[src/pcr_pkg.sv]
package pcr_pkg;
    // Register offsets
    localparam logic [6:0] PCR_ADDR_MAIN_CTRL   = 7'h00;
    localparam logic [6:0] PCR_ADDR_CORE_STAT   = 7'h01;
    localparam logic [6:0] PCR_ADDR_RATE_SEL    = 7'h04;
    localparam logic [6:0] PCR_ADDR_COARSE_HI   = 7'h06;
    localparam logic [6:0] PCR_ADDR_COARSE_LO   = 7'h07;
    localparam logic [6:0] PCR_ADDR_PART_ID     = 7'h0f;
    localparam logic [6:0] PCR_ADDR_T1_OFFSET   = 7'h11;
    localparam logic [6:0] PCR_ADDR_DISABLE_A   = 7'h13;
    localparam logic [6:0] PCR_ADDR_DISABLE_B   = 7'h14;
    localparam logic [6:0] PCR_ADDR_RECOVERY    = 7'h19;
    localparam logic [6:0] PCR_ADDR_FINE_OFFSET = 7'h1a;
    localparam logic [6:0] PCR_ADDR_PRI_STAT    = 7'h20;
    localparam logic [6:0] PCR_ADDR_SEC_STAT    = 7'h28;
    localparam logic [6:0] PCR_ADDR_CAL_B3      = 7'h40;
    localparam logic [6:0] PCR_ADDR_CAL_B2      = 7'h41;
    localparam logic [6:0] PCR_ADDR_CAL_B1      = 7'h42;
    localparam logic [6:0] PCR_ADDR_CAL_B0      = 7'h43;

    // Write masks: writable bits per register
    localparam logic [7:0] PCR_MASK_MAIN_CTRL   = 8'h9d;
    localparam logic [7:0] PCR_MASK_RATE_SEL    = 8'hc0;
    localparam logic [7:0] PCR_MASK_COARSE_HI   = 8'h0f;
    localparam logic [7:0] PCR_MASK_T1_OFFSET   = 8'h38;
    localparam logic [7:0] PCR_MASK_DISABLE_A   = 8'h3e;
    localparam logic [7:0] PCR_MASK_DISABLE_B   = 8'h1f;
    localparam logic [7:0] PCR_MASK_RECOVERY    = 8'h06;
    localparam logic [7:0] PCR_MASK_FULL        = 8'hff;

    // Reset values
    localparam logic [7:0] PCR_RST_MAIN_CTRL    = 8'h11;
    localparam logic [7:0] PCR_RST_ZERO         = 8'h00;

    // Field positions in main control
    localparam int PCR_BIT_SRC       = 7;
    localparam int PCR_BIT_OP_HI     = 4;
    localparam int PCR_BIT_OP_LO     = 3;
    localparam int PCR_BIT_FILTER    = 2;
    localparam int PCR_BIT_REALIGN   = 0;
    // Core status fields
    localparam int PCR_BIT_LOCK      = 5;
    localparam int PCR_BIT_HOLD      = 4;
    localparam int PCR_BIT_CORE_RANGE_EDGE_FLAG      = 2;
    // Acquisition status fields
    localparam int PCR_BIT_RATE_HI   = 4;
    localparam int PCR_BIT_RATE_LO   = 3;
    localparam int PCR_BIT_ACQ_HOLD  = 1;
    localparam int PCR_BIT_ACQ_RANGE = 0;
    // Coarse offset high fields
    localparam int PCR_BIT_OFF_EN    = 3;
    // Recovery fields
    localparam int PCR_BIT_MHR       = 2;
    localparam int PCR_BIT_AUTO_HOLD_RECOVERY_DISABLE      = 1;

    // Filter characteristics
    localparam int PCR_FILT0_CORNER_MHZ  = 1100;
    localparam int PCR_FILT0_SLOPE_NS    = 41;
    localparam int PCR_FILT0_WINDOW_US   = 1326;
    localparam int PCR_FILT1_CORNER_MHZ  = 100;
    localparam int PCR_FILT1_SLOPE_NS    = 885;
    localparam int PCR_FILT1_WINDOW_US   = 1000000;

    // Operating modes
    typedef enum logic [1:0] {
        PCR_OP_NORMAL   = 2'b00,
        PCR_OP_HOLDOVER = 2'b01,
        PCR_OP_FREERUN  = 2'b10,
        PCR_OP_RESERVED = 2'b11
    } pcr_op_type;

    // Effective control handed to the loop datapath
    typedef struct packed {
        pcr_op_type  op_mode;
        logic        filter_sel;
        logic        source_sel;
        logic        realign_start;
        logic        coarse_en;
        logic [10:0] coarse_value;
        logic [2:0]  t1_value;
        logic [7:0]  fine_value;
        logic [13:0] out_disable;
        logic        auto_hold_rec_dis;
        logic        manual_release;
        logic [31:0] osc_cal_value;
        logic [1:0]  rate_sel;
    } pcr_ctrl_type;

    // Status from the loop datapath
    typedef struct packed {
        logic       core_locked;
        logic       core_range_edge_flag;
        logic       primary_acq_hold_flag;
        logic       primary_range_flag;
        logic [1:0] primary_rate;
        logic       secondary_acq_hold_flag;
        logic       secondary_range_flag;
        logic [1:0] secondary_rate;
    } pcr_stat_type;
endpackage

[src/pcr_bank.sv]
// Operation
// - Strap low selects register control, else pins
// - Register control ignores mode, filter, source, realign pins
// - Lock and holdover pins always driven
// - Registers accessible also under pin control
// - Mode codes: normal, holdover, free-run, reserved
// - Mode pins captured on frame pulse rise
// - Filter 0: 1.1 Hz, 41 ns per 1.326 ms
// - Filter 1: 0.1 Hz, 885 ns per second
// - Source 0 primary, 1 secondary acquisition loop
// - Source pin sampled on frame pulse rise
// - Realign input commands output phase realignment
// - Lock high when core locked to selected loop
// - Holdover on selected loop holdover or mode 01
// - Seven control bits incl. two recovery bits
// - Range and acquisition holdover status bits
// - Status pins stay enabled under register control
// - Coarse offset: enable plus eleven bits
// - Calibration word over four bytes, MSB first
// - Per-output disable bits in two registers
// - Acquisition status: rate, hold, range flags
// - Realign falling edge starts alignment
// - Range flag at tracking range edge
`timescale 1ns/1ps
module pcr_bank
    import pcr_pkg::*;
#(
    parameter logic [7:0] PART_ID = 8'h5a  // Arbitrary identification value
) (
    input  wire logic         clk,
    input  wire logic         rstn,
    input  wire logic         pin_control_strap,
    input  wire logic         op_select_high,
    input  wire logic         op_select_low,
    input  wire logic         loop_filter_select,
    input  wire logic         source_choice,
    input  wire logic         phase_realign,
    input  wire logic         frame_pulse_8k_out,
    input  wire logic         cs_n,
    input  wire logic         rd_wr_n,
    input  wire logic         ds_n,
    input  wire logic [6:0]   addr,
    input  wire logic [7:0]   wdata,
    output logic      [7:0]   rdata,
    output logic              rdata_oe,
    input  wire pcr_stat_type stat_in,
    output pcr_ctrl_type      ctrl_out,
    output logic              lock_out,
    output logic              holdover_out
);

    typedef struct packed {
        logic [7:0]   main_ctrl;
        logic [7:0]   rate_sel;
        logic [7:0]   coarse_hi;
        logic [7:0]   coarse_lo;
        logic [7:0]   t1_off;
        logic [7:0]   dis_a;
        logic [7:0]   dis_b;
        logic [7:0]   recovery;
        logic [7:0]   fine;
        logic [31:0]  cal;
        pcr_op_type   pin_mode;
        logic         pin_source;
        logic         frame_q;
        logic         realign_q;
        logic         ds_q;
        logic [7:0]   rdata;
        logic         rdata_oe;
        pcr_ctrl_type ctrl;
        logic         lock;
        logic         hold;
    } pcr_state_type;

    pcr_state_type s_q;
    pcr_state_type s_d;

    logic       sw_mode;
    logic       wr_stb;
    logic       rd_act;
    logic       eff_realign;
    pcr_op_type req_mode;
    pcr_op_type eff_mode;
    logic       sel_hold;
    logic [7:0] rd_mux;

    // Control source selection
    assign sw_mode = ~pin_control_strap;
    assign wr_stb  = ~cs_n & ~ds_n & s_q.ds_q & ~rd_wr_n;
    assign rd_act  = ~cs_n & ~ds_n & rd_wr_n;

    // Effective control bits, pins ignored under register control
    always_comb begin
        if (sw_mode) begin
            req_mode    = pcr_op_type'({s_q.main_ctrl[PCR_BIT_OP_HI],
                                        s_q.main_ctrl[PCR_BIT_OP_LO]});
            eff_realign = s_q.main_ctrl[PCR_BIT_REALIGN];
        end else begin
            req_mode    = s_q.pin_mode;
            eff_realign = phase_realign;
        end
        // Reserved code holds the mode in force
        eff_mode = (req_mode == PCR_OP_RESERVED) ? s_q.ctrl.op_mode : req_mode;
        sel_hold = s_q.ctrl.source_sel ? stat_in.secondary_acq_hold_flag
                                       : stat_in.primary_acq_hold_flag;
    end

    // Read multiplexer over the listed registers
    always_comb begin
        case (addr)
            PCR_ADDR_MAIN_CTRL:   rd_mux = s_q.main_ctrl;
            PCR_ADDR_CORE_STAT: begin
                rd_mux = PCR_RST_ZERO;
                rd_mux[PCR_BIT_LOCK] = s_q.lock;
                rd_mux[PCR_BIT_HOLD] = s_q.hold;
                rd_mux[PCR_BIT_CORE_RANGE_EDGE_FLAG] = stat_in.core_range_edge_flag;
            end
            PCR_ADDR_RATE_SEL:    rd_mux = s_q.rate_sel;
            PCR_ADDR_COARSE_HI:   rd_mux = s_q.coarse_hi;
            PCR_ADDR_COARSE_LO:   rd_mux = s_q.coarse_lo;
            PCR_ADDR_PART_ID:     rd_mux = PART_ID;
            PCR_ADDR_T1_OFFSET:   rd_mux = s_q.t1_off;
            PCR_ADDR_DISABLE_A:   rd_mux = s_q.dis_a;
            PCR_ADDR_DISABLE_B:   rd_mux = s_q.dis_b;
            PCR_ADDR_RECOVERY:    rd_mux = s_q.recovery;
            PCR_ADDR_FINE_OFFSET: rd_mux = s_q.fine;
            PCR_ADDR_PRI_STAT: begin
                rd_mux = PCR_RST_ZERO;
                rd_mux[PCR_BIT_RATE_HI:PCR_BIT_RATE_LO] = stat_in.primary_rate;
                rd_mux[PCR_BIT_ACQ_HOLD]  = stat_in.primary_acq_hold_flag;
                rd_mux[PCR_BIT_ACQ_RANGE] = stat_in.primary_range_flag;
            end
            PCR_ADDR_SEC_STAT: begin
                rd_mux = PCR_RST_ZERO;
                rd_mux[PCR_BIT_RATE_HI:PCR_BIT_RATE_LO] = stat_in.secondary_rate;
                rd_mux[PCR_BIT_ACQ_HOLD]  = stat_in.secondary_acq_hold_flag;
                rd_mux[PCR_BIT_ACQ_RANGE] = stat_in.secondary_range_flag;
            end
            PCR_ADDR_CAL_B3:      rd_mux = s_q.cal[31:24];
            PCR_ADDR_CAL_B2:      rd_mux = s_q.cal[23:16];
            PCR_ADDR_CAL_B1:      rd_mux = s_q.cal[15:8];
            PCR_ADDR_CAL_B0:      rd_mux = s_q.cal[7:0];
            default:              rd_mux = PCR_RST_ZERO;
        endcase
    end

    // Next state
    always_comb begin
        s_d = s_q;
        s_d.frame_q   = frame_pulse_8k_out;
        s_d.realign_q = eff_realign;
        s_d.ds_q      = ds_n;
        // Pin levels taken on the frame pulse rising edge
        if (frame_pulse_8k_out && !s_q.frame_q) begin
            s_d.pin_mode   = pcr_op_type'({op_select_high, op_select_low});
            s_d.pin_source = source_choice;
        end
        // Register writes, accepted in either control mode
        if (wr_stb) begin
            case (addr)
                PCR_ADDR_MAIN_CTRL:   s_d.main_ctrl = wdata & PCR_MASK_MAIN_CTRL;
                PCR_ADDR_RATE_SEL:    s_d.rate_sel  = wdata & PCR_MASK_RATE_SEL;
                PCR_ADDR_COARSE_HI:   s_d.coarse_hi = wdata & PCR_MASK_COARSE_HI;
                PCR_ADDR_COARSE_LO:   s_d.coarse_lo = wdata & PCR_MASK_FULL;
                PCR_ADDR_T1_OFFSET:   s_d.t1_off    = wdata & PCR_MASK_T1_OFFSET;
                PCR_ADDR_DISABLE_A:   s_d.dis_a     = wdata & PCR_MASK_DISABLE_A;
                PCR_ADDR_DISABLE_B:   s_d.dis_b     = wdata & PCR_MASK_DISABLE_B;
                PCR_ADDR_RECOVERY:    s_d.recovery  = wdata & PCR_MASK_RECOVERY;
                PCR_ADDR_FINE_OFFSET: s_d.fine      = wdata & PCR_MASK_FULL;
                PCR_ADDR_CAL_B3:      s_d.cal[31:24] = wdata;
                PCR_ADDR_CAL_B2:      s_d.cal[23:16] = wdata;
                PCR_ADDR_CAL_B1:      s_d.cal[15:8]  = wdata;
                PCR_ADDR_CAL_B0:      s_d.cal[7:0]   = wdata;
                default: ;
            endcase
        end
        // Read data driven while the strobe is low
        s_d.rdata    = rd_act ? rd_mux : PCR_RST_ZERO;
        s_d.rdata_oe = rd_act;
        // Control handed to the datapath
        s_d.ctrl.op_mode       = eff_mode;
        s_d.ctrl.filter_sel    = sw_mode ? s_q.main_ctrl[PCR_BIT_FILTER]
                                         : loop_filter_select;
        s_d.ctrl.source_sel    = sw_mode ? s_q.main_ctrl[PCR_BIT_SRC]
                                         : s_q.pin_source;
        s_d.ctrl.realign_start = s_q.realign_q & ~eff_realign;
        s_d.ctrl.coarse_en     = s_q.coarse_hi[PCR_BIT_OFF_EN];
        s_d.ctrl.coarse_value  = {s_q.coarse_hi[2:0], s_q.coarse_lo};
        s_d.ctrl.t1_value      = s_q.t1_off[5:3];
        s_d.ctrl.fine_value    = s_q.fine;
        s_d.ctrl.out_disable   = {4'h0, s_q.dis_b[4:0], s_q.dis_a[5:1]};
        s_d.ctrl.auto_hold_rec_dis = s_q.recovery[PCR_BIT_AUTO_HOLD_RECOVERY_DISABLE];
        s_d.ctrl.manual_release    = s_q.recovery[PCR_BIT_MHR];
        s_d.ctrl.osc_cal_value     = s_q.cal;
        s_d.ctrl.rate_sel          = s_q.rate_sel[7:6];
        // Status pins, live in both control modes
        s_d.lock = stat_in.core_locked & ~sel_hold
                   & (s_q.ctrl.op_mode == PCR_OP_NORMAL);
        s_d.hold = sel_hold | (s_q.ctrl.op_mode == PCR_OP_HOLDOVER);
    end

    // State register
    always_ff @(posedge clk or negedge rstn) begin
        if (!rstn) begin
            s_q              <= '0;
            s_q.main_ctrl    <= PCR_RST_MAIN_CTRL;
            s_q.pin_mode     <= PCR_OP_FREERUN;
            s_q.ctrl.op_mode <= PCR_OP_FREERUN;
            s_q.realign_q    <= 1'b1;
            s_q.ds_q         <= 1'b1;
        end else begin
            s_q <= s_d;
        end
    end

    assign rdata        = s_q.rdata;
    assign rdata_oe     = s_q.rdata_oe;
    assign ctrl_out     = s_q.ctrl;
    assign lock_out     = s_q.lock;
    assign holdover_out = s_q.hold;
endmodule

[config.mk]
export PLATFORM = sky130hd
export DESIGN_NAME = pcr_bank
export DESIGN_NICKNAME = d
export VERILOG_FILES = /design/src/pcr_pkg.sv /design/src/pcr_bank.sv
export SDC_FILE = /design/constraint.sdc
export NUM_CORES = 1
export LEC_CHECK = 0
export BUFFER_PORTS_ARGS = -buffer_cell sky130_fd_sc_hd__buf_2
export CORE_UTILIZATION = 30
export DETAILED_ROUTE_END_ITERATION = 10
export GPL_ROUTABILITY_DRIVEN = 0
export GPL_TIMING_DRIVEN = 0
export PLACE_DENSITY = 0.57
export SLEW_MARGIN = 15
export SYNTH_ARGS = -nofsm -noshare
export SYNTH_HDL_FRONTEND = slang
export SYNTH_SLANG_ARGS = --single-unit
[constraint.sdc]
create_clock -name clk -period 3.16 [get_ports clk]
set_input_delay 0 -clock clk [delete_from_list [all_inputs] [get_ports clk]]
set_output_delay 0 -clock clk [all_outputs]
set_load 0.1 [all_outputs]
==> impl_metrics.ini, run 1 <==
[status]
status = finished clean

[yosys]
synth_compound_area_frac = 0.0655
ys_ff_latch = 165
synthMuxAreaShare = 0.149
ys.flop_type = dfrtp_1
synthDominantCellAreaShare = 0.560
syn-mean-instance-area_um2 = 13.8
netlist_area_um2 = 7110
synth_area_leader_cell = dfrtp_1
synth_top_family_by_area = multiplexers
synthDistinctLibCells = 69
synth-simple-area-share = 0.0905
synth_xor_area_frac = 0.00246
synth_warnings = 0
synth-edff-count = 0
syn_inst = 517
yosysSeqAreaShare = 0.582
synthTopCellsByCount = dfrtp_1 (159), buf_4 (90), mux2_2 (62), mux2_4 (14), nand2_1 (10)
synthAdderAreaFrac = 0
async_reset_ff_frac = 1.00
yosysMostFrequentCell = dfrtp_1
synth_area_leaders = dfrtp_1 (56%), mux2_2 (9.8%), buf_4 (9.5%), mux2_4 (3.0%), dfstp_2 (2.2%)

[sta]
tightest_slew_ns = 0.939
fin_skew_ns = 0.0189
rsz0062_at_grt = false
finalHoldViolations = 0
fin_crit_ns = 2.49
holdWs_ns = 0.0283
fmax_mhz = 401
setup_tns_ns = 0
maxSlewViolCount = 0
relSlewSlack = 0.365
setup_viol = 0
fin_crit_sh = 0.789

[cells_and_area]
multi_input_comb_area_um2 = 2200
stdcell_count = 1004
n_fill_cell = 2253
area_growth_pct = 25.3
n_antenna_cell = 0
fin_nets = 715
regArea_um2 = 4140
final_area_um2 = 8910
drive_gt1_frac = 0.509
final_util = 0.389

[global_routing]
grt_pass1_wl_um = 27700
grt.total_usage = 0.157
grt-ovfl-total = 0
grt_antenna_before_repair = 0
grt_max_degree = 103
grt_pass1_vias = 4576

[worst_setup_path]
critical_path_arrival_ns = 2.80
rr_startpoint = s_q[89]
critPathCaptureType = flip-flop
required_ns = 3.47
path_max_fanout = 10
worstSetupStartpoint = s_q[89]
criticalPathCategory = reg -> reg
start_kind = flip-flop

[clock_network]
cts_buffers = 17
clk_path_buf_depth = 2
cts_tree = done
clk_pin_slew_ns = 0.07
root_buffer = clkbuf_16
insertion_delay_ns = 0.43
cts_sinks = 165
h-tree-depth = 4

[drt]
drc = 0
drt-initial-drc-count = 246
totalWireLength_um = 18100
postRouteAntennaNets = 0
wire_per_inst_um = 18.0
dr.pass1.iters = 4
num_vias = 4484
vias_per_cell = 4.47

[pwr]
p_per_area_nw_per_um2 = 520
ir_drop_mv = 0.360
power.leakage_nw = 4.63

[floorplan]
fp-row-count = 55
die_area_um2 = 24300
core_area_um2 = 22900
start_util = 0.310
die_width_um = 156
die_y_um = 156
num_io_pins = 126

[hold_path]
hold_path.class = in -> reg
hold_start = stat_in[5]

[placement]
place_inst = 950
placed_cell_area_um2 = 8130
dpl.hpwl_um = 12800
port_buffers = 116

[run]
cap_violations = 0
[logic make-up (layout without fill, tap and decap cells)]
| kind of cell | after synthesis | count (layout) |
|---|---|---|
| compound gates | 59 | 59 |
| xor+xnor | 2 | 2 |
| buf+inv | 112 | 283 |
| flops | 165 | 165 |
| mux | 89 | 89 |
| other cells | 1 | 4 |
| simple gates | 89 | 89 |
[cells in the final DEF, fill, tap and decap left out, types with 3 or more instances in the layout]
master,instances
nand3_1,8
dlygate4sd3_1,22
inv_6,3
a221oi_1,6
nor2b_1,6
nand2_2,4
mux2_4,14
buf_2,122
nand2_1,10
nor4_1,5
o21ai_0,8
nor4b_1,3
a22oi_1,7
a211oi_1,3
clkinv_4,3
inv_1,4
clkinvlp_4,3
nor2_1,5
and2_1,3
a31oi_1,7
mux2i_1,4
dfrtp_1,159
dfstp_2,6
a21o_1,4
clkbuf_16,17
clkbuf_1,10
a22o_1,5
nor3b_1,5
nand3b_1,4
conb_1,4
a21oi_1,4
and3_1,6
mux2_2,62
mux2_1,8
buf_4,90
[power by group]
group | internal [W] | switching [W]
clock | 0.00110 | 0.000883
sequential | 0.00216 | 0.0000274
combinational | 0.000131 | 0.000334
total | 0.00339 | 0.00124
[through the flow]
step           setup slack [ns]  power [W]
2_1_floorplan              1.36    0.00253
3_3_place_gp             -0.480    0.00266
3_5_place_dp              0.731    0.00267
4_1_cts                   0.697    0.00468
5_1_grt                   0.588    0.00481
6_report                  0.667    0.00463
[worst paths after layout]
check | to | slack, ns | cells after the start
worst max register to register | s_d[11] | 0.67 | 4
worst min register to register | ctrl_out[57] | 0.40 | 0
min in group asynchronous | ctrl_out[73] | 0.08 | 2
worst min-delay path | rdata[4] | 0.03 | 3
worst max-delay path | s_d[11] | 0.67 | 4
max in group asynchronous | ctrl_out[66] | 2.24 | 3
[sequential cells by signal, indices dropped and copies added (netlist names)]
signal        count
s_d              69
s_q              11
lock_out          1
holdover_out      1
ctrl_out         74
rdata_oe          1
rdata             8
[area by class of cell]
cell class	instances	share of cell area
Sequential cell	165	0.464
Inverter	4	0.00169
Timing Repair Buffer	139	0.0941
Clock buffer	20	0.0490
Multi-Input combinational cell	243	0.247
Clock inverter	12	0.0136
Buffer	108	0.0861
Tap cell	313	0.0440
[timing repair]
| action | in CTS | in global routing |
|---|---|---|
| endpoints found under the hold margin | 111 | 0 |
| resized for setup | 0 | 0 |
| setup endpoints to repair | 0 | 0 |
| hold buffers | 22 | 0 |
| setup buffers | 0 | 0 |
[per-layer routing]
metal  track usage  routed length (um)
met1         0.213                8390
met2         0.241                8350
met3        0.0497                1080
met4        0.0425                 224
met5             0                   0
[worst max-delay path, cell delays in order, from the launching register on]
cell and delay (ns):
dfstp_2 0.51, nor4b_1 0.75, buf_2 0.45, nand2_2 0.28, mux2_2 0.36
(Power assumes the default switching activity.)
==> run 2, diff against run 1 <==
--- a/config.mk
+++ b/config.mk
@@ -5,6 +5,7 @@
 export SDC_FILE = /design/constraint.sdc
 export NUM_CORES = 1
 export LEC_CHECK = 0
+export ABC_AREA = 1
 export BUFFER_PORTS_ARGS = -buffer_cell sky130_fd_sc_hd__buf_2
 export CORE_UTILIZATION = 30
 export DETAILED_ROUTE_END_ITERATION = 10
==> constraint.sdc (replaced) <==
create_clock -name clk -period 2.4 [get_ports clk]
set_input_delay 0 -clock clk [delete_from_list [all_inputs] [get_ports clk]]
set_output_delay 0 -clock clk [all_outputs]
set_load 0.1 [all_outputs]
==> run 2 against run 1 <==
Sequential power increased by 32%. Critical path depth increased by 3. Hold slack got worse by 0.0091 ns. Non-clock buffer count decreased by 11. Cell count increased by 18%. Core utilization decreased by 0.38 points. Sequential share of layout area increased by 0.88 points. Clock power increased by 35%. Die area decreased by 2.1%. Maximum frequency increased by 46%. Design area decreased by 1.9%. Highest routed layer is now met5.
==> impl_metrics.ini, run 2 <==
[status]
status = finished clean

[yosys]
synthDistinctLibCells = 25
syn_inst = 727
yosysMostFrequentCell = nand2_1
ys_ff_latch = 165
synth_area_leaders = dfrtp_1 (57%), nand2_1 (11%), buf_4 (9.5%), nor2_1 (3.9%), o21ai_0 (3.7%)
ys.flop_type = dfrtp_1
synth_area_leader_cell = dfrtp_1
yosysSeqAreaShare = 0.595
synthTopCellsByCount = nand2_1 (201), dfrtp_1 (159), buf_4 (88), nor2_1 (72), o21ai_0 (52)
syn-mean-instance-area_um2 = 9.57
synth_warnings = 0
synth-edff-count = 0
netlist_area_um2 = 6960
async_reset_ff_frac = 1.00
synthDominantCellAreaShare = 0.572

[worst_setup_path]
criticalPathCategory = reg -> reg
ff2ff_setup_slack_ns = 0.69
critPathCaptureType = flip-flop
required_ns = 2.70
crit_path_frequent_cell = nand2_1
cpPeakStageDelay_ns = 0.52
path_cells = nand2_1 -> nor2_4 -> buf_4 -> nand2_2 -> buf_6 -> nand2_1 -> o21ai_1
start_kind = flip-flop
critical_path_arrival_ns = 2.01
cp_slowest_cell = dfstp_2
path_max_fanout = 10

[clock_network]
cts_setup_buffers = 0
cts_sinks = 165
holdBufCountCts = 17
insertion_delay_ns = 0.43
cts_tree = done
cts_resized = 0
clk_pin_slew_ns = 0.07
cts_buffers = 17
root_buffer = clkbuf_16
clk_path_buf_depth = 2
h-tree-depth = 4

[sta]
finalHoldViolations = 0
maxSlewViolCount = 0
fin_crit_sh = 0.711
fmax_mhz = 586
fin_crit_ns = 1.71
rsz0062_at_grt = false
holdWs_ns = 0.0193
setup_viol = 0
fin_skew_ns = 0.00987
relSlewSlack = 0.552
tightest_slew_ns = 0.672

[pwr]
switching_share = 0.265
clkPwrFrac = 0.437
p_per_area_nw_per_um2 = 702
power_frac_comb = 0.094
switching_power_w = 0.00163
p_int_w = 0.00451
ir_drop_mv = 0.477
power.leakage_nw = 4.71
seqPwrFrac = 0.469

[drt]
vias_per_cell = 4.30
num_vias = 5101
drc = 0
totalWireLength_um = 18200
postRouteAntennaNets = 0
wire_per_inst_um = 15.4
dr.pass1.iters = 7
drt-initial-drc-count = 350

[floorplan]
die_width_um = 154
die_y_um = 154
fp-row-count = 55
die_area_um2 = 23800
core_area_um2 = 22700
start_util = 0.306
num_io_pins = 126

[hold_path]
hold_path.class = in -> reg

[cells_and_area]
stdcell_count = 1186
n_antenna_cell = 0
final_cell_mix = nand2_1 (201), dfrtp_1 (159), buf_2 (119), buf_4 (88), nor2_1 (72)
area_growth_pct = 25.7
drive_gt1_frac = 0.322
fin_nets = 925
mostFrequentLayoutCell = nand2_1
final_util = 0.385
largest_reg_flops = 74

[global_routing]
grt_pass1_wl_um = 28600
grt.total_usage = 0.162
grt_antenna_before_repair = 1
grt_max_degree = 105
grt-ovfl-total = 0
grt_pass1_vias = 5119

[placement]
port_buffers = 120
dpl.hpwl_um = 13300
place_inst = 1137

[run]
cap_violations = 0
==> run 2: changes by cell type in the layout (fill, tap and decap cells not counted), sizes merged, moves of 31 or more <==
cell   previous run  this run
nand2            16       211
nor2              8        90
mux2             84         3
o21ai             8        77
inv               8        39
nand3             8        39
==> run 2: layer usage <==
| layer | vias up | global-route usage | wire length, um |
|---|---|---|---|
| met5 | - | 0 | 13 |
| li1 | 2544 | - | - |
| met1 | 2376 | 0.220 | 8420 |
| met3 | 24 | 0.0375 | 998 |
| met4 | 2 | 0.0580 | 352 |
| met2 | 155 | 0.254 | 8430 |
==> run 2: worst paths after layout <==
path	startpoint	end	cells after the start
min	rd_wr_n	s_d[5]	5
min reg2reg	s_d[3]	ctrl_out[1]	0
max in group asynchronous	rstn	ctrl_out[77]	4
max	s_q[89]	s_d[69]	7
min in group asynchronous	rstn	s_q[91]	3
max reg2reg	s_q[89]	s_d[69]	7
==> run 2: cell families (layout without fill, tap and decap cells) <==
family	Yosys count	after routing	synth area share
multiplexers	3	3	0.00486
flip-flops	165	165	0.595
AND/OR/NAND/NOR	343	343	0.214
AO/OA/AOI/OAI	84	84	0.0608
buffers and inverters	131	302	0.125
other	1	4	0.000539
==> run 2: area by class of cell <==
cell class | count | area (um^2)
clock inverter | 12 | 116
timing repair buffer | 139 | 836
fill | 2330 | 14000
multi-input combinational | 434 | 1960
inverter | 34 | 128
clock buffer | 20 | 467
sequential | 165 | 4140
buffer | 97 | 739
tap | 285 | 357
==> run 2: power by group through the flow <==
stage	registers, W	clock network, W	logic (W)
floorplan	0.00295	0	0.000350
global placement	0.00293	0	0.000542
detailed placement	0.00293	0	0.000558
CTS	0.00288	0.00276	0.000583
global route	0.00288	0.00289	0.000621
finish	0.00288	0.00268	0.000578
==> run 2: through the flow <==
stage | setup slack, ns | instance area, um^2 | setup TNS [ns] | total power, W
2_1_floorplan | 0.957 | 6970 | 0 | 0.00330
3_3_place_gp | -1.21 | 7920 | -191.17 | 0.00347
3_5_place_dp | 0.692 | 7990 | 0 | 0.00349
4_1_cts | 0.676 | 8740 | 0 | 0.00622
5_1_grt | 0.595 | 8740 | 0 | 0.00639
6_report | 0.693 | 8740 | 0 | 0.00613
==> run 2: worst max-delay path: cells and delay by family (launching register included) <==
kind | cells | cell delay (ns)
buffers and inverters | 2 | 0.47
AND/OR/NAND/NOR | 4 | 0.51
flip-flops | 1 | 0.52
AO/OA/AOI/OAI | 1 | 0.07
==> run 3, diff against run 2 <==
==> constraint.sdc (replaced) <==
create_clock -name clk -period 1.65 [get_ports clk]
set_input_delay 0 -clock clk [delete_from_list [all_inputs] [get_ports clk]]
set_output_delay 0 -clock clk [all_outputs]
set_load 0.1 [all_outputs]
==> run 3 against run 2 <==
Design area rose by 0.13%. Global-route usage did not move. Hold slack improved by 0.023 ns. Power rose by 45%. Maximum frequency rose by 12%. Via count fell by 0.35%. Critical endpoint unchanged. Largest cell class unchanged. Highest routed layer unchanged.
==> impl_metrics.ini, run 3 (synthesis results as in run 2) <==
[sta]
setup_tns_ns = 0
setup_ws_ns = 0.120
setup_viol = 0
fmax_mhz = 654
fin_skew_ns = 0.00978
rsz0062_at_grt = false
relSlewSlack = 0.552
tightest_slew_ns = 0.672
fin_crit_sh = 0.927
finalHoldViolations = 0
maxSlewViolCount = 0
fin_crit_ns = 1.53

[cells_and_area]
final_area_um2 = 8750
final_util = 0.385
multi_input_comb_area_um2 = 1960
n_antenna_cell = 0
area_growth_pct = 25.9
largest_reg_flops = 74
mostFrequentLayoutCell = nand2_1
drive_gt1_frac = 0.323
fin_nets = 926
regArea_um2 = 4140
final_cell_mix = nand2_1 (201), dfrtp_1 (159), buf_2 (119), buf_4 (88), nor2_1 (72)
n_fill_cell = 2329

[status]
status = finished clean

[worst_setup_path]
path_max_fanout = 10
critical_path_arrival_ns = 1.84
critPathCaptureType = flip-flop
required_ns = 1.96
criticalPathCategory = reg -> reg
start_kind = flip-flop

[clock_network]
clk_pin_slew_ns = 0.07
cts_sinks = 165
cts_buffers = 17
h-tree-depth = 4
cts_tree = done
insertion_delay_ns = 0.43
clk_path_buf_depth = 2
root_buffer = clkbuf_16

[drt]
drc = 0
num_vias = 5083
postRouteAntennaNets = 0
totalWireLength_um = 18200
vias_per_cell = 4.28
drt-initial-drc-count = 361
dr.pass1.iters = 5
wire_per_inst_um = 15.3

[floorplan]
die_area_um2 = 23800
start_util = 0.306
die_y_um = 154
fp-row-count = 55
num_io_pins = 126
core_area_um2 = 22700
die_width_um = 154

[pwr]
p_per_area_nw_per_um2 = 1020
power.leakage_nw = 4.71
ir_drop_mv = 0.690
total_power_w = 0.00892

[run]
cap_violations = 0

[placement]
dpl.hpwl_um = 13300
place_ws_ns = -0.0580
port_buffers = 120
placed_cell_area_um2 = 7990

[global_routing]
grt.total_usage = 0.162
grt-ovfl-total = 0
grt_pass1_vias = 5123
grt_max_degree = 105
grt_pass1_wl_um = 28600
grt_antenna_before_repair = 1

[hold_path]
hold_path.class = in -> reg
run 3: metal layers:
metal  GRT usage  vias to the layer above  part of all wire  routed length (um)
met4      0.0580                        2             0.020                 368
li1            -                     2541                 -                   -
met2       0.254                      142              0.46                8440
met3      0.0375                       26             0.050                 913
met1       0.220                     2372              0.46                8430
met5           0                        -           0.00072                  13
run 3: layout make-up:
type,instances,share of cell area
clock inverters,12,0.0133
flip-flops and latches,165,0.473
inverters,34,0.0146
repair buffers,140,0.0963
plain buffers,97,0.0849
multi-input cells,434,0.224
clock buffers,20,0.0533
well taps,285,0.0407
run 3: stage by stage:
| stage | cells | hold slack, ns |
|---|---|---|
| after floorplan | 730 | -0.296 |
| after global placement | 1135 | 0.119 |
| after detailed placement | 1137 | 0.0588 |
| after CTS | 1187 | 0.0266 |
| after global routing | 1187 | 0.0464 |
| final | 1187 | 0.0423 |
run 3: what timing repair did:
item | CTS | global route
gates resized for setup | 1 | 0
hold buffers | 17 | 0
endpoints found under the hold margin | 128 | 0
setup endpoints to repair | 11 | 0
buffers inserted | 1 | 0
run 3: final timing paths:
| check | slack (ns) | startpoint | cells past startpoint | to |
|---|---|---|---|---|
| min reg2reg | 0.41 | s_d[3] | 0 | ctrl_out[1] |
| min | 0.04 | wdata[0] | 3 | s_d[12] |
| min in group asynchronous | 0.14 | rstn | 3 | s_q[91] |
| max in group asynchronous | 0.83 | rstn | 4 | ctrl_out[77] |
| max | 0.12 | s_q[89] | 7 | s_d[69] |
| max reg2reg | 0.12 | s_q[89] | 7 | s_d[69] |
run 3: worst max-delay path, cell delays in order, from the launching register on:
cell	delay (ns)
dfstp_2	0.52
nand2_1	0.08
nor2_4	0.14
buf_6	0.19
nand2_2	0.16
buf_6	0.20
nand2_1	0.05
o21ai_1	0.07
run 3: power breakdown:
part / internal (W) / switching [W]
registers: 0.00413 / 0.0000544
logic: 0.000205 / 0.000636
clock network: 0.00222 / 0.00167
